$ cat src/core/rpc_pkg.sv
package rpc_pkg;

  // ****************************************
  // Register offsets
  // ****************************************
  localparam logic [11:0] OFS_POSTED = 12'h1a5;
  localparam logic [11:0] OFS_NPOSTED = 12'h1a6;
  localparam logic [11:0] OFS_PERF_ONE = 12'h1a7;
  localparam logic [11:0] OFS_CPL_TMO = 12'h1a8;
  localparam logic [11:0] OFS_CRS = 12'h1a9;
  localparam logic [11:0] OFS_PERF_TWO = 12'h1aa;

  // ****************************************
  // Reset values and writable-bit masks
  // ****************************************
  localparam logic [7:0] RST_POSTED_WIDE = 8'hff;
  localparam logic [7:0] RST_POSTED_NARROW = 8'h73;
  localparam logic [7:0] RST_NPOSTED_WIDE = 8'h1f;
  localparam logic [7:0] RST_NPOSTED_NARROW = 8'h13;
  localparam logic [7:0] RST_PERF_ONE = 8'hc4;
  localparam logic [7:0] RST_CPL_TMO = 8'h10;
  localparam logic [7:0] RST_CRS = 8'h00;
  localparam logic [7:0] RST_PERF_TWO = 8'h16;
  localparam logic [7:0] WM_ALL = 8'hff;
  localparam logic [7:0] WM_POSTED_NARROW = 8'h73;
  localparam logic [7:0] WM_NPOSTED_NARROW = 8'hf3;
  localparam logic [7:0] WM_PERF_ONE = 8'hfd;
  localparam logic [7:0] WM_PERF_TWO = 8'h1f;

  // ****************************************
  // Field positions
  // ****************************************
  localparam int unsigned POS_NPH_INF = 7;
  localparam int unsigned POS_RD_REL = 4;
  localparam int unsigned POS_WAIT_WR = 3;
  localparam int unsigned POS_ORDER = 2;
  localparam int unsigned POS_TMO_METHOD = 7;
  localparam int unsigned POS_CFG_TMO = 4;
  localparam int unsigned POS_CRS_DLY = 0;
  localparam int unsigned POS_CRS_EN = 0;
  localparam int unsigned POS_UPDFC_P = 4;
  localparam int unsigned POS_MERGE_THR = 2;
  localparam int unsigned POS_MERGE_EN = 1;
  localparam int unsigned POS_RD_TIMING = 0;

  // ****************************************
  // Timing
  // ****************************************
  localparam int unsigned CLK_PERIOD_NS = 20;
  localparam int unsigned CFG_TMO0_MS = 100;
  localparam int unsigned CFG_TMO1_MS = 500;
  localparam int unsigned CFG_TMO2_MS = 1000;
  localparam int unsigned CFG_TMO3_MS = 1500;
  localparam int unsigned CFG_TMO0_CYC = CFG_TMO0_MS * 1000000 / CLK_PERIOD_NS;
  localparam int unsigned CFG_TMO1_CYC = CFG_TMO1_MS * 1000000 / CLK_PERIOD_NS;
  localparam int unsigned CFG_TMO2_CYC = CFG_TMO2_MS * 1000000 / CLK_PERIOD_NS;
  localparam int unsigned CFG_TMO3_CYC = CFG_TMO3_MS * 1000000 / CLK_PERIOD_NS;
  localparam logic [4:0] CRS_DLY0_CYC = 5'h01;
  localparam logic [4:0] CRS_DLY1_CYC = 5'h04;
  localparam logic [4:0] CRS_DLY2_CYC = 5'h08;
  localparam logic [4:0] CRS_DLY3_CYC = 5'h10;

  typedef enum logic [1:0] {
    TMR_IDLE = 2'b00,
    TMR_WAIT = 2'b01,
    TMR_DELAY = 2'b10
  } rpc_tmr_state_t;

endpackage

$ cat src/core/rpc_tmr_if.sv
`timescale 1ns/1ns
interface rpc_tmr_if;
  logic start;
  logic done;
  logic crs;
  logic [1:0] tmo_sel;
  logic [1:0] dly_sel;
  logic retry_en;
  logic policy;
  logic tmo;
  logic reissue;
  logic all_ones;

  modport ctrl (output start, done, crs, tmo_sel, dly_sel, retry_en, policy,
                input tmo, reissue, all_ones);
  modport tmr (input start, done, crs, tmo_sel, dly_sel, retry_en, policy,
               output tmo, reissue, all_ones);
endinterface

$ cat src/core/rpc_cfg_timer.sv
`timescale 1ns/1ns
module rpc_cfg_timer #(
  parameter int unsigned TMO0_CYC = rpc_pkg::CFG_TMO0_CYC,
  parameter int unsigned TMO1_CYC = rpc_pkg::CFG_TMO1_CYC,
  parameter int unsigned TMO2_CYC = rpc_pkg::CFG_TMO2_CYC,
  parameter int unsigned TMO3_CYC = rpc_pkg::CFG_TMO3_CYC
) (
  input wire logic ref_clk_i,
  input wire logic rst_i,
  rpc_tmr_if.tmr t
);

  rpc_pkg::rpc_tmr_state_t state_q, state_d;
  logic [26:0] cnt_q, cnt_d;
  logic tmo_q, tmo_d;
  logic reissue_q, reissue_d;
  logic ones_q, ones_d;
  logic [4:0] dly;
  logic [26:0] tmo_load;

  always_comb begin
    unique case (t.tmo_sel)
      2'b00: tmo_load = 27'(TMO0_CYC - 1);
      2'b01: tmo_load = 27'(TMO1_CYC - 1);
      2'b10: tmo_load = 27'(TMO2_CYC - 1);
      2'b11: tmo_load = 27'(TMO3_CYC - 1);
    endcase
    unique case (t.dly_sel)
      2'b00: dly = rpc_pkg::CRS_DLY0_CYC;
      2'b01: dly = rpc_pkg::CRS_DLY1_CYC;
      2'b10: dly = rpc_pkg::CRS_DLY2_CYC;
      2'b11: dly = rpc_pkg::CRS_DLY3_CYC;
    endcase
  end

  // A retry-status answer while retry is off ends the request with all ones.
  always_comb begin
    state_d = state_q;
    cnt_d = cnt_q;
    tmo_d = 1'b0;
    reissue_d = 1'b0;
    ones_d = 1'b0;
    unique case (state_q)
      rpc_pkg::TMR_IDLE: begin
        if (t.start) begin
          state_d = rpc_pkg::TMR_WAIT;
          cnt_d = tmo_load;
        end
      end
      rpc_pkg::TMR_WAIT: begin
        if (t.done) begin
          state_d = rpc_pkg::TMR_IDLE;
        end else if (t.crs) begin
          if (t.retry_en && t.policy) begin
            if (dly == 5'h01) begin
              reissue_d = 1'b1;
              cnt_d = tmo_load;
            end else begin
              state_d = rpc_pkg::TMR_DELAY;
              cnt_d = {22'h0, dly - 5'h02};
            end
          end else begin
            state_d = rpc_pkg::TMR_IDLE;
            ones_d = 1'b1;
          end
        end else if (cnt_q == 27'h0) begin
          state_d = rpc_pkg::TMR_IDLE;
          tmo_d = 1'b1;
        end else begin
          cnt_d = cnt_q - 27'h1;
        end
      end
      rpc_pkg::TMR_DELAY: begin
        if (cnt_q == 27'h0) begin
          state_d = rpc_pkg::TMR_WAIT;
          reissue_d = 1'b1;
          cnt_d = tmo_load;
        end else begin
          cnt_d = cnt_q - 27'h1;
        end
      end
      default: begin
        state_d = rpc_pkg::TMR_IDLE;
      end
    endcase
  end

  always_ff @(posedge ref_clk_i) begin
    if (rst_i) begin
      state_q <= rpc_pkg::TMR_IDLE;
      cnt_q <= 27'h0;
      tmo_q <= 1'b0;
      reissue_q <= 1'b0;
      ones_q <= 1'b0;
    end else begin
      state_q <= state_d;
      cnt_q <= cnt_d;
      tmo_q <= tmo_d;
      reissue_q <= reissue_d;
      ones_q <= ones_d;
    end
  end

  assign t.tmo = tmo_q;
  assign t.reissue = reissue_q;
  assign t.all_ones = ones_q;

endmodule

$ cat src/core/rpc_ctrl.sv
`timescale 1ns/1ns
module rpc_ctrl #(
  parameter bit WIDE_PORT = 1'b1,
  parameter int unsigned CFG_TMO0_CYC = rpc_pkg::CFG_TMO0_CYC,
  parameter int unsigned CFG_TMO1_CYC = rpc_pkg::CFG_TMO1_CYC,
  parameter int unsigned CFG_TMO2_CYC = rpc_pkg::CFG_TMO2_CYC,
  parameter int unsigned CFG_TMO3_CYC = rpc_pkg::CFG_TMO3_CYC
) (
  // Clock and reset
  input wire logic ref_clk_i,
  input wire logic rst_i,
  // Configuration access
  input wire logic cfg_wr_i,
  input wire logic cfg_rd_i,
  input wire logic [11:0] cfg_addr_i,
  input wire logic [7:0] cfg_wdata_i,
  output logic [7:0] cfg_rdata_o,
  // Initial credits
  input wire logic fc_init_start_i,
  output logic [4:0] pd_lines_o,
  output logic [7:0] pd_credit_o,
  output logic [5:0] ph_levels_o,
  output logic [7:0] ph_credit_o,
  output logic [5:0] nph_levels_o,
  output logic [7:0] nph_credit_o,
  output logic nph_infinite_o,
  // Credit updates
  input wire logic pd_upd_req_i,
  input wire logic ph_upd_req_i,
  input wire logic nph_upd_req_i,
  output logic updatefc_p_o,
  output logic updatefc_np_o,
  // Upstream ordering and read path
  input wire logic rd_first_word_i,
  input wire logic rd_last_word_i,
  input wire logic up_wr_pending_i,
  output logic rd_fifo_release_o,
  output logic dn_rd_hold_o,
  output logic up_wr_bypass_o,
  output logic slow_rd_timing_o,
  // Completion timeout
  input wire logic phy_retrain_i,
  output logic cpl_tmo_restart_o,
  // Configuration requests
  input wire logic cfg_req_start_i,
  input wire logic cfg_cpl_i,
  input wire logic crs_cpl_i,
  input wire logic separate_retry_policy_bit_i,
  output logic cfg_tmo_o,
  output logic cfg_reissue_o,
  output logic cfg_all_ones_o,
  // Completion merging
  input wire logic [5:0] retry_hdr_cnt_i,
  input wire logic port_to_core_cpl_ready_i,
  output logic cpl_emit_o,
  output logic cpl_merge_o
);

  // ****************************************
  // Port-type constants
  // ****************************************
  localparam logic [7:0] POSTED_RST =
    WIDE_PORT ? rpc_pkg::RST_POSTED_WIDE : rpc_pkg::RST_POSTED_NARROW;
  localparam logic [7:0] NPOSTED_RST =
    WIDE_PORT ? rpc_pkg::RST_NPOSTED_WIDE : rpc_pkg::RST_NPOSTED_NARROW;
  localparam logic [7:0] POSTED_WM =
    WIDE_PORT ? rpc_pkg::WM_ALL : rpc_pkg::WM_POSTED_NARROW;
  localparam logic [7:0] NPOSTED_WM =
    WIDE_PORT ? rpc_pkg::WM_ALL : rpc_pkg::WM_NPOSTED_NARROW;

  // ****************************************
  // Decode functions
  // ****************************************
  function automatic logic [7:0] merge_bits(input logic [7:0] old_v, input logic [7:0] new_v,
                                            input logic [7:0] mask);
    merge_bits = (old_v & ~mask) | (new_v & mask);
  endfunction

  function automatic logic [7:0] hdr_credit(input logic [3:0] code);
    if (WIDE_PORT) begin
      hdr_credit = {3'h0, code, 1'b0} + 8'h02;
    end else begin
      hdr_credit = 8'h01 << code[1:0];
    end
  endfunction

  function automatic logic [5:0] hdr_levels(input logic [3:0] code);
    if (WIDE_PORT && code > 4'h2) begin
      hdr_levels = {1'b0, code, 1'b0} + 6'h02;
    end else begin
      hdr_levels = 6'h01 << code[1:0];
    end
  endfunction

  // ****************************************
  // Registers
  // ****************************************
  logic [7:0] posted_q, posted_d;
  logic [7:0] nposted_q, nposted_d;
  logic [7:0] perf_one_q, perf_one_d;
  logic [7:0] cpl_tmo_q, cpl_tmo_d;
  logic [7:0] crs_q, crs_d;
  logic [7:0] perf_two_q, perf_two_d;
  logic [7:0] rdata_q, rdata_d;

  // Narrow ports keep their read-only bits, so reserved codes are unreachable.
  always_comb begin
    posted_d = posted_q;
    nposted_d = nposted_q;
    perf_one_d = perf_one_q;
    cpl_tmo_d = cpl_tmo_q;
    crs_d = crs_q;
    perf_two_d = perf_two_q;
    rdata_d = rdata_q;
    if (cfg_wr_i) begin
      unique case (cfg_addr_i)
        rpc_pkg::OFS_POSTED: posted_d = merge_bits(posted_q, cfg_wdata_i, POSTED_WM);
        rpc_pkg::OFS_NPOSTED: nposted_d = merge_bits(nposted_q, cfg_wdata_i, NPOSTED_WM);
        rpc_pkg::OFS_PERF_ONE: perf_one_d = merge_bits(perf_one_q, cfg_wdata_i, rpc_pkg::WM_PERF_ONE);
        rpc_pkg::OFS_CPL_TMO: cpl_tmo_d = cfg_wdata_i;
        rpc_pkg::OFS_CRS: crs_d = cfg_wdata_i;
        rpc_pkg::OFS_PERF_TWO: perf_two_d = merge_bits(perf_two_q, cfg_wdata_i, rpc_pkg::WM_PERF_TWO);
        default: ;
      endcase
    end
    if (cfg_rd_i) begin
      unique case (cfg_addr_i)
        rpc_pkg::OFS_POSTED: rdata_d = posted_q;
        rpc_pkg::OFS_NPOSTED: rdata_d = nposted_q;
        rpc_pkg::OFS_PERF_ONE: rdata_d = perf_one_q;
        rpc_pkg::OFS_CPL_TMO: rdata_d = cpl_tmo_q;
        rpc_pkg::OFS_CRS: rdata_d = crs_q;
        rpc_pkg::OFS_PERF_TWO: rdata_d = perf_two_q;
        default: rdata_d = 8'h00;
      endcase
    end
  end

  always_ff @(posedge ref_clk_i) begin
    if (rst_i) begin
      posted_q <= POSTED_RST;
      nposted_q <= NPOSTED_RST;
      perf_one_q <= rpc_pkg::RST_PERF_ONE;
      cpl_tmo_q <= rpc_pkg::RST_CPL_TMO;
      crs_q <= rpc_pkg::RST_CRS;
      perf_two_q <= rpc_pkg::RST_PERF_TWO;
      rdata_q <= 8'h00;
    end else begin
      posted_q <= posted_d;
      nposted_q <= nposted_d;
      perf_one_q <= perf_one_d;
      cpl_tmo_q <= cpl_tmo_d;
      crs_q <= crs_d;
      perf_two_q <= perf_two_d;
      rdata_q <= rdata_d;
    end
  end

  // ****************************************
  // Initial credit capture
  // ****************************************
  logic [4:0] pd_lines_q, pd_lines_d;
  logic [7:0] pd_credit_q, pd_credit_d;
  logic [5:0] ph_levels_q, ph_levels_d;
  logic [7:0] ph_credit_q, ph_credit_d;
  logic [5:0] nph_levels_q, nph_levels_d;
  logic [7:0] nph_credit_q, nph_credit_d;
  logic nph_inf_q, nph_inf_d;

  // Capturing only at initialisation keeps the link's view stable; later
  // writes take effect at the next initialisation.
  always_comb begin
    pd_lines_d = pd_lines_q;
    pd_credit_d = pd_credit_q;
    ph_levels_d = ph_levels_q;
    ph_credit_d = ph_credit_q;
    nph_levels_d = nph_levels_q;
    nph_credit_d = nph_credit_q;
    nph_inf_d = nph_inf_q;
    if (fc_init_start_i) begin
      pd_lines_d = {1'b0, posted_q[7:4]} + 5'h01;
      pd_credit_d = {2'h0, posted_q[7:4], 2'h0} + 8'h04;
      ph_levels_d = hdr_levels(posted_q[3:0]);
      ph_credit_d = hdr_credit(posted_q[3:0]);
      nph_levels_d = hdr_levels(nposted_q[3:0]);
      nph_credit_d = hdr_credit(nposted_q[3:0]);
      nph_inf_d = nposted_q[rpc_pkg::POS_NPH_INF];
    end
  end

  always_ff @(posedge ref_clk_i) begin
    if (rst_i) begin
      pd_lines_q <= 5'h00;
      pd_credit_q <= 8'h00;
      ph_levels_q <= 6'h00;
      ph_credit_q <= 8'h00;
      nph_levels_q <= 6'h00;
      nph_credit_q <= 8'h00;
      nph_inf_q <= 1'b0;
    end else begin
      pd_lines_q <= pd_lines_d;
      pd_credit_q <= pd_credit_d;
      ph_levels_q <= ph_levels_d;
      ph_credit_q <= ph_credit_d;
      nph_levels_q <= nph_levels_d;
      nph_credit_q <= nph_credit_d;
      nph_inf_q <= nph_inf_d;
    end
  end

  // ****************************************
  // Upstream controls and completion merge
  // ****************************************
  logic updp_q, updp_d;
  logic updnp_q, updnp_d;
  logic release_q, release_d;
  logic hold_q, hold_d;
  logic bypass_q, bypass_d;
  logic slow_q, slow_d;
  logic restart_q, restart_d;
  logic emit_q, emit_d;
  logic mrg_q, mrg_d;
  logic parked_q, parked_d;
  logic merge_on;

  always_comb begin
    updp_d = pd_upd_req_i || (perf_two_q[rpc_pkg::POS_UPDFC_P] && ph_upd_req_i);
    updnp_d = nph_upd_req_i && !nph_inf_q;
    release_d = perf_one_q[rpc_pkg::POS_RD_REL] ? rd_first_word_i : rd_last_word_i;
    hold_d = perf_one_q[rpc_pkg::POS_WAIT_WR] && up_wr_pending_i;
    bypass_d = perf_one_q[rpc_pkg::POS_ORDER];
    slow_d = perf_two_q[rpc_pkg::POS_RD_TIMING];
    restart_d = phy_retrain_i && cpl_tmo_q[rpc_pkg::POS_TMO_METHOD];
    merge_on = perf_two_q[rpc_pkg::POS_MERGE_EN] &&
               (retry_hdr_cnt_i >= {2'h0, perf_two_q[rpc_pkg::POS_MERGE_THR +: 2]} + 6'h01);
    emit_d = 1'b0;
    mrg_d = 1'b0;
    parked_d = parked_q;
    // A parked first completion waits for a second one while merging qualifies, and
    // leaves alone once merging stops qualifying, at the cost of one lost merge chance.
    if (parked_q) begin
      if (port_to_core_cpl_ready_i) begin
        mrg_d = 1'b1;
        parked_d = 1'b0;
      end else if (!merge_on) begin
        emit_d = 1'b1;
        parked_d = 1'b0;
      end
    end else if (port_to_core_cpl_ready_i) begin
      if (merge_on) begin
        parked_d = 1'b1;
      end else begin
        emit_d = 1'b1;
      end
    end
  end

  always_ff @(posedge ref_clk_i) begin
    if (rst_i) begin
      updp_q <= 1'b0;
      updnp_q <= 1'b0;
      release_q <= 1'b0;
      hold_q <= 1'b0;
      bypass_q <= 1'b1;
      slow_q <= 1'b0;
      restart_q <= 1'b0;
      emit_q <= 1'b0;
      mrg_q <= 1'b0;
      parked_q <= 1'b0;
    end else begin
      updp_q <= updp_d;
      updnp_q <= updnp_d;
      release_q <= release_d;
      hold_q <= hold_d;
      bypass_q <= bypass_d;
      slow_q <= slow_d;
      restart_q <= restart_d;
      emit_q <= emit_d;
      mrg_q <= mrg_d;
      parked_q <= parked_d;
    end
  end

  // ****************************************
  // Configuration request timer
  // ****************************************
  rpc_tmr_if tmr_bus ();

  assign tmr_bus.start = cfg_req_start_i;
  assign tmr_bus.done = cfg_cpl_i;
  assign tmr_bus.crs = crs_cpl_i;
  assign tmr_bus.tmo_sel = cpl_tmo_q[rpc_pkg::POS_CFG_TMO +: 2];
  assign tmr_bus.dly_sel = cpl_tmo_q[rpc_pkg::POS_CRS_DLY +: 2];
  assign tmr_bus.retry_en = crs_q[rpc_pkg::POS_CRS_EN];
  assign tmr_bus.policy = separate_retry_policy_bit_i;

  rpc_cfg_timer #(
    .TMO0_CYC(CFG_TMO0_CYC),
    .TMO1_CYC(CFG_TMO1_CYC),
    .TMO2_CYC(CFG_TMO2_CYC),
    .TMO3_CYC(CFG_TMO3_CYC)
  ) u_timer (
    .ref_clk_i(ref_clk_i),
    .rst_i(rst_i),
    .t(tmr_bus.tmr)
  );

  // ****************************************
  // Outputs
  // ****************************************
  assign cfg_rdata_o = rdata_q;
  assign pd_lines_o = pd_lines_q;
  assign pd_credit_o = pd_credit_q;
  assign ph_levels_o = ph_levels_q;
  assign ph_credit_o = ph_credit_q;
  assign nph_levels_o = nph_levels_q;
  assign nph_credit_o = nph_credit_q;
  assign nph_infinite_o = nph_inf_q;
  assign updatefc_p_o = updp_q;
  assign updatefc_np_o = updnp_q;
  assign rd_fifo_release_o = release_q;
  assign dn_rd_hold_o = hold_q;
  assign up_wr_bypass_o = bypass_q;
  assign slow_rd_timing_o = slow_q;
  assign cpl_tmo_restart_o = restart_q;
  assign cfg_tmo_o = tmr_bus.tmo;
  assign cfg_reissue_o = tmr_bus.reissue;
  assign cfg_all_ones_o = tmr_bus.all_ones;
  assign cpl_emit_o = emit_q;
  assign cpl_merge_o = mrg_q;

endmodule

$ cat config.mk
export PLATFORM = sky130hd
export DESIGN_NAME = rpc_ctrl
export DESIGN_NICKNAME = d
export VERILOG_FILES = /design/src/core/rpc_pkg.sv /design/src/core/rpc_tmr_if.sv /design/src/core/rpc_cfg_timer.sv /design/src/core/rpc_ctrl.sv
export SDC_FILE = /design/constraint.sdc
export NUM_CORES = 1
export LEC_CHECK = 0
export ABC_AREA = 0
export BUFFER_PORTS_ARGS = -buffer_cell sky130_fd_sc_hd__buf_2
export CAP_MARGIN = 40
export CORE_ASPECT_RATIO = 1.25
export CORE_MARGIN = 4
export CORE_UTILIZATION = 57
export CTS_CLUSTER_SIZE = 16
export DETAILED_ROUTE_END_ITERATION = 8
export MAX_ROUTING_LAYER = met4
export PLACE_DENSITY = 0.92
export SLEW_MARGIN = 30
export SYNTH_ARGS = -nofsm -noshare
export SYNTH_HDL_FRONTEND = slang
export SYNTH_SLANG_ARGS = --single-unit
$ cat constraint.sdc
create_clock -name ref_clk_i -period 3.4 [get_ports ref_clk_i]
set_clock_uncertainty 0.15 [all_clocks]
set_input_delay 0.51 -clock ref_clk_i [delete_from_list [all_inputs] [get_ports ref_clk_i]]
set_output_delay 0.51 -clock ref_clk_i [all_outputs]
set_load 0.02 [all_outputs]
* After elaboration in Yosys (flattened, before gate mapping)
Cells that the tools add are included.
** Word-level totals
- Register bits :: 140
- Memory bits (read-only) :: 0
- Word-level logic and storage cells :: 132
- Bits in writable memories :: 0
- Bits in latches :: 0
- Memories kept :: 0
** Operators by class
- Add/subtract/negate cells :: 9
- Shifts and indexed selects :: 2
- Muxes and demuxes :: 38
- Div/mod/pow operators :: 0
- Bitwise operators :: 5
- Eq/ne operators :: 22
- $mul :: 0
- Reduce and logical (&&, ||, !) cells :: 24
- Magnitude comparators :: 3
** Operator list (count)
- $mux W27 :: 7
- $pmux W27 S4 :: 1
- $pmux W27 S3 :: 1
- $eq A12 B9 Y1 const B :: 6
- $pmux W8 S6 :: 1
- $logic_not A27 Y1 :: 1
- $sub A27 B1 Y27 const B :: 1
- $add A5 B2 Y6 const B :: 4
- $pmux W5 S4 :: 1
- $mux W1 :: 16
- $mux W2 :: 7
- $mux W6 :: 2
- $reduce_and A2 Y1 :: 6
- $shl A1 B2 Y6 const A :: 2
- $eq A2 B2 Y1 const B :: 5
- $gt A4 B2 Y1 const B :: 2
- $or A2 B8 Y8 :: 1
- $or A8 B5 Y8 :: 1
- $reduce_or A4 Y1 :: 2
- $add A6 B3 Y7 const B :: 1
- $eq A2 B1 Y1 const B :: 3
- $ge A6 B3 Y1 :: 1
- $logic_and A1 B1 Y1 :: 6
- $logic_not A2 Y1 :: 3
- 19 further kinds :: 22

* Logic depth before layout (Yosys ltp)
Gate-level depths: netlist (run 1).
- Depth after elaboration :: 8
- Gate-level depth with buffers :: 9
- Depth with buffers taken out :: 8

* Modules after synthesis
Synthesis (run 1) repeated with hierarchy kept, for this count alone.
** Second synthesis, totals
- Cell total of the unflattened synthesis :: 783
- Area total of the unflattened synthesis :: 6610.1 µm²
** By module, submodules not included
- rpc_ctrl :: area an instance 4008.8 µm², times used 1, cells each 436
- rpc_cfg_timer :: area an instance 2601.2 µm², times used 1, cells each 347

* Least setup slack after synthesis (run 1)
OpenSTA, ideal clock, no wires.
- Path type :: in2reg
- From :: input cfg_addr_i[9]
- To :: register posted_q[1]
- Cell stages on the path :: 6
- Path slack :: 0.584 ns
- Arrival :: 2.546 ns
- Library setup time :: 0.120 ns
- Path buffers :: 1
- Path through :: nor4b_1 > nand3_1 > nor3b_1 > clkbuf_1 > nand2_1 > a211o_1
** On the way
- Cells in the longest elaborated chain, start to end :: 2
** Ends and longest elaborated chain
- start, declared :: line rpc_ctrl.sv:15 : input wire logic [11:0] cfg_addr_i,
- $eq A12 B9 Y1 :: line rpc_ctrl.sv:116 : unique case (cfg_addr_i)
- $reduce_and A2 Y1 (no source line)
- end signal, assigned :: line rpc_ctrl.sv:149 : posted_q <= posted_d;
- end, declared :: line rpc_ctrl.sv:98 : logic [7:0] posted_q, posted_d;
No other way between the ends.
A chain may end at the register's enable or synchronous reset.

* Worst setup path after layout (run 1)
- From :: register u_timer.cnt_q[18]
- To :: register u_timer.cnt_q[8]
** On the way
- Cells in the longest elaborated chain, start to end :: 3
- Elaborated cells between the ends (all ways) :: 5
- Classes of those cells :: eq/ne (1); mux (2); reduce/logical (2)
** Ends and longest elaborated chain
- start, declared :: line rpc_cfg_timer.sv:14 : logic [26:0] cnt_q, cnt_d;
- start signal, assigned :: line rpc_cfg_timer.sv:97 : cnt_q <= cnt_d;
- $logic_not A27 Y1 * :: line rpc_cfg_timer.sv:66, rpc_cfg_timer.sv:74
- $ne A3 B3 Y1 (no source line) / $mux W27 (equally long branches)
- $reduce_and A5 Y1 (no source line) / $pmux W27 S3 (equally long branches)
Mark *: on every way between the ends. The rest lies on a longest branch, timed or not.

==> results of run 1 <==
## logic make-up after synthesis
kind of cell / after synthesis
AND/OR/NAND/NOR: 294
AO/OA/AOI/OAI: 197
flip-flops: 122
buffers and inverters: 83
multiplexers: 28
adder cells (fa/ha/maj): 25
XOR/XNOR: 18
other: 1
## power groups by stage
stage               Clock, mW  Sequential (mW)  Combinational, mW
floorplan                   0             1.59              0.421
global placement            0             1.59              0.593
detailed placement          0             1.59              0.600
CTS                      1.78             1.56              0.605
global route             1.85             1.57              0.669
finish                   1.78             1.56              0.619
## cell usage in the layout (no fill, tap or decap), types with 7 or more instances in the layout
cell type  count
a211o_1       21
ha_1          25
xnor2_1       15
and3_1        12
nor2b_1       15
a21o_1         8
conb_1         9
nand3_1       17
a211oi_1      21
inv_1         27
dfxtp_1      122
nor4_1        19
a21oi_1       51
buf_4         16
nor2_1        78
clkbuf_16     17
nor3b_1        7
mux2i_1       26
o21ai_0       34
nor3_1        26
nand2b_1      10
nand4_1        9
nand2_1       73
buf_2         94
## worst max-delay path: stages, from the launching register on
cell and delay [ns]:
dfxtp_1 0.36, or4_1 0.66, or4_4 0.53, or3_4 0.49, a21oi_1 0.22, a211o_1 0.29
o21ai_0 0.14
## worst max-delay path by stage
stage / start / end
after floorplan: cfg_addr_i[9] / posted_q[1]
after global placement: u_timer.cnt_q[18] / u_timer.cnt_q[9]
after detailed placement: u_timer.cnt_q[18] / u_timer.cnt_q[8]
after CTS: u_timer.cnt_q[18] / u_timer.cnt_q[8]
after global routing: u_timer.cnt_q[18] / u_timer.cnt_q[8]
final: u_timer.cnt_q[18] / u_timer.cnt_q[8]
## routing by layer
metal,track usage,vias to the layer above,share of wire
met3,0.0611,93,0.076
li1,-,2939,-
met5,-,-,0
met2,0.476,353,0.50
met1,0.339,2958,0.38
met4,0.145,0,0.048
## cell type report
type	count	area [sq um]
multi-input cells	571	3610
fillers	822	3510
flip-flops and latches	122	2440
repair buffers	112	616
clock buffers	17	425
well taps	135	169
clock inverters	15	155
inverters	27	101
## state kept, by name, summed over array words and instances, names as in the netlist, 2 cells and up
register and cells:
nph_levels_o 6, pd_credit_o 5, nph_credit_o 5, posted_q 8, ph_levels_o 6, u_timer.cnt_q 27
cpl_tmo_q 8, ph_credit_o 5, u_timer.state_q 2, perf_one_q 7, nposted_q 8, cfg_rdata_o 8
perf_two_q 5, crs_q 8
## stage by stage
| step | utilization | hold WS (ns) | total power, mW | cells |
|---|---|---|---|---|
| after global routing | 0.682 | 0.165 | 4.10 | 999 |
| after CTS | 0.681 | 0.140 | 3.94 | 998 |
| final | 0.682 | 0.145 | 3.96 | 999 |
| after floorplan | - | 0.268 | 2.02 | 776 |
| after global placement | 0.629 | 0.280 | 2.18 | 966 |
| after detailed placement | 0.629 | 0.286 | 2.19 | 966 |
==> out/qor.csv, run 1 <==
metric,value,unit
status,finished clean,
Synth top cells by count,"dfxtp_1 (122), nor2_1 (78), nand2_1 (73), a21oi_1 (51), o21ai_0 (34)",
Clock Pin Slew Worst Setup and Hold Paths,0.06,ns
simple-gate share of the synthesized area,0.228,
critical path data arrival time,3.13,ns
WS Path Type,flop to flop,
switching share of power,0.305,
all-layer global routing usage,0.293,
Initial DRC Count,543,
max cap viols,0,
Setup crit end kind,flop,
# DRC,0,
Pleak,3.09,nW
Final WS setup,0.415,ns
Worst R2R Start,u_timer.cnt_q[18],
nets@finish,919,
slew margin rel.,0.427,
worst hold path cell count,3,
layout cells sized above 1,0.181,
hpwl dp,12800,microns
register area share after synthesis,0.381,
Synth Area in Compound Gates,0.213,
CTS Buf Count,17,
main combinational cell family by area after synthesis,simple AND/OR/NAND/NOR gates,
synthesized area per cell,8.34,sq um
"EDFF count, synth",0,
flop and latch count out of synthesis,122,
Synth Area in XOR/XNOR,0.0246,
post-synth cell types,69,
ranking of synthesized cells by area,"dfxtp_1 (38%), ha_1 (4.9%), nor2_1 (4.6%)",
"Async S/R FF share, synth",0,
fin crit share,0.878,
Setup WS pre-CTS,0.451,ns
RSZ-0062 raised after global routing,false,
Worst VDD drop,0.395,mV
most frequent cell after synthesis,dfxtp_1,
largest net degree at the start of global routing,68,
Fin. Hold Viols,0,
Comb pwr share,0.156,
R2R depth,6,
H-tree depth,4,
Worst Max-Slew Pin Slew,0.857,ns
Row Count,43,
Synth Warn #,0,
Worst Path Required,3.55,ns
Final setup viols,0,
cts repair resizes,0,
GRT overflow,0,
share of the synthesized area in the top cell type,0.381,
Pre-Repair DR Iteration Count,7,
total setup buffers inserted after CTS,0,
Initial Util,0.581,
Synth Instances,768,
total wire length,18600,microns
Placed Area,0.00693,sq mm
Post-Synth Adder-Cell Area,0.0488,
IO Port Bufs,95,
Synth Flop Type,dfxtp_1,
min-delay worst type,input pin to flop,
CTS Hold Buffers Added,0,
vias per cell,6.35,
vias in the first global route,5933,
initial antenna violation count,0,
CTS tree,built,
Die W,103,microns
Root Driver,clkbuf_16,
clock buffer depth,2,
Max Freq,335,MHz
Final Wtd Congestion,1.05,
Net Sw Power,1.21,mW
R2R setup slack,0.42,ns
clock sinks,122,
Core ar.,0.0110,sq mm
fin. max-slew vios,0,
Hold EP,updatefc_p_o,
Area growth syn-to-layout,17.4,%
global-route wire length before repair,29200,microns
Vias,6343,
Final Cell Area,0.00752,sq mm
clock power share,0.449,
"area leader, netlist",dfxtp_1,
die footprint,0.0130,sq mm
chip height,127,microns
mux contribution to synthesized area,0.0441,
Seq pwr share,0.395,
diodes inserted,0,
hold_sp,pd_upd_req_i,
IO Pins,105,
Power Density,527,mW/mm^2
Antenna Nets Post-Route,0,
DR WL/cell,18.6,microns
"Cell Area, Synth",0.00641,sq mm
critical path launch point type,flop,
final setup TNS,0,ns
internal power,2.75,mW
worst reg2reg path endpoint,u_timer.cnt_q[8],
CP max FO,12,
worst skew pair latency,0.42,ns
fin crit period,2.98,ns
No activity file was read; power rests on OpenSTA's default activity.
==> run 2, diff against run 1 <==
--- a/config.mk
+++ b/config.mk
@@ -9,7 +9,6 @@
 export BUFFER_PORTS_ARGS = -buffer_cell sky130_fd_sc_hd__buf_2
 export CAP_MARGIN = 40
 export CORE_ASPECT_RATIO = 1.25
-export CORE_MARGIN = 4
 export CORE_UTILIZATION = 57
 export CTS_CLUSTER_SIZE = 16
 export DETAILED_ROUTE_END_ITERATION = 8
==> run 2 against run 1 <==
Via count fell by 0.79%. Register-to-register slack got worse by 0.03 ns. Total power rose by 1.6%. First-iteration DRC count fell by 20%. Global-route usage rose by 2.5 points. Critical path type unchanged. Combinational power rose by 2%. Cell count fell by 0.20%. Core utilization rose by 1.8 points. Clock-buffer cell count rose by 4. Sequential share of layout area fell by 0.081 points. Hold slack improved by 0.0067 ns.
==> out/qor.csv, run 2 (synthesis gave the netlist of run 1 again) <==
metric,value,unit
clock power share,0.454,
hpwl dp,12700,microns
Comb pwr share,0.158,
Antenna Nets Post-Route,0,
clock sinks,122,
Final WS setup,0.385,ns
nets@finish,920,
Seq pwr share,0.389,
critical path data arrival time,3.16,ns
Final setup viols,0,
WP buf/inv,0,
most frequent cells in the layout,"dfxtp_1 (122), buf_2 (94), nor2_1 (78), nand2_1 (73), a21oi_1 (51)",
"commonest non-fill, non-tap cell in the layout",dfxtp_1,
Pleak,3.09,nW
max reg flops,27,
CTS Buf Count,17,
most flop-heavy register,u_timer.cnt_q,
Vias,6293,
Initial DRC Count,435,
all-layer global routing usage,0.318,
final setup TNS,0,ns
CTS tree,built,
total setup buffers inserted after CTS,0,
diodes inserted,0,
slew margin rel.,0.458,
Row Count,42,
switching share of power,0.285,
Crit path largest cell delay,0.66,ns
chip height,121,microns
Worst Max-Slew Pin Slew,0.802,ns
DR WL/cell,18.0,microns
largest net degree at the start of global routing,63,
CP max-delay cell,or4_1,
Final Wtd Congestion,0.995,
fin. max-slew vios,0,
WS Path Type,flop to flop,
IO Pins,105,
layout cells sized above 1,0.180,
Initial Util,0.595,
fill cell count,805,
cell family with most CP delay,simple AND/OR/NAND/NOR gates,
H-tree depth,4,
vias per cell,6.31,
initial antenna violation count,0,
RSZ-0062 raised after global routing,false,
clock buffer depth,2,
max cap viols,0,
Pre-Repair DR Iteration Count,6,
Worst VDD drop,0.356,mV
cells along the critical path,or4_1 -> or4_4 -> or3_4 -> a21oi_1 -> a211o_1 -> o21ai_0,
Area growth syn-to-layout,17.7,%
Root Driver,clkbuf_16,
Placed Area,0.00693,sq mm
Setup crit end kind,flop,
CP max FO,12,
fin crit period,3.01,ns
Max Freq,332,MHz
internal power,2.87,mW
Power Density,534,mW/mm^2
"Core Util, Final",0.700,
Setup WS pre-CTS,0.456,ns
worst skew pair latency,0.42,ns
vias in the first global route,5871,
Hold WS,0.152,ns
cts repair resizes,0,
global-route wire length before repair,28700,microns
die footprint,0.0117,sq mm
Fin. Hold Viols,0,
# DRC,0,
Core ar.,0.0108,sq mm
CTS Hold Buffers Added,0,
fin crit share,0.887,
Final Cell Area,0.00754,sq mm
Net Sw Power,1.15,mW
GRT overflow,0,
Clock Pin Slew Worst Setup and Hold Paths,0.05,ns
critical path launch point type,flop,
total wire length,18000,microns
status,finished clean,
Worst Path Required,3.54,ns
min-delay worst type,input pin to flop,
Die W,96.8,microns
IO Port Bufs,95,
==> run 2: cell types whose count changed in the layout (fill, tap and decap cells not counted), sizes merged <==
cell / before / now
buf: 111 / 113
clkinv: 4 / 3
clkbuf: 18 / 21
bufinv: 1 / 2
clkinvlp: 1 / 3
inv: 36 / 30
==> run 2: metrics by stage <==
stage               power [mW]  instances
finish                    4.02        997
global route              4.16        997
CTS                       4.02        997
detailed placement        2.21        965
global placement          2.20        965
floorplan                 2.02        776
==> run 2: path summary, 6_finish.rpt <==
path	start	to	slack, ns	cells past startpoint
worst max register to register	u_timer.cnt_q[18]	u_timer.cnt_q[15]	0.39	6
worst max-delay path	u_timer.cnt_q[18]	u_timer.cnt_q[15]	0.39	6
worst min-delay path	pd_upd_req_i	updatefc_p_o	0.15	3
worst min register to register	parked_q	cpl_merge_o	0.29	2
==> run 2: per-layer routing <==
layer | up-vias | share of wire | track usage
met5 | - | 0 | -
met4 | 0 | 0.044 | 0.178
met3 | 73 | 0.077 | 0.0694
met2 | 313 | 0.51 | 0.541
met1 | 2973 | 0.37 | 0.344
li1 | 2934 | - | -
==> run 2: area by class of cell <==
cell class | instances | area (sq um) | area share
multi-input combinational | 571 | 3610 | 0.479
sequential | 122 | 2440 | 0.324
timing repair buffer | 113 | 613 | 0.0813
clock buffer | 21 | 470 | 0.0624
tap | 132 | 165 | 0.0219
clock inverter | 11 | 135 | 0.0179
inverter | 27 | 101 | 0.0134
==> run 2: power by group through the flow <==
stage	Clock [mW]	Sequential [mW]	Combinational (mW)
global route	1.89	1.57	0.688
CTS	1.83	1.56	0.621
floorplan	0	1.59	0.421
detailed placement	0	1.59	0.615
global placement	0	1.59	0.613
finish	1.82	1.56	0.634
==> run 2: worst min-delay path: cells and delay by family <==
kind,cells,cell delay (ns)
simple gates,1,0.07
compound gates,1,0.03
buf+inv,1,0.08
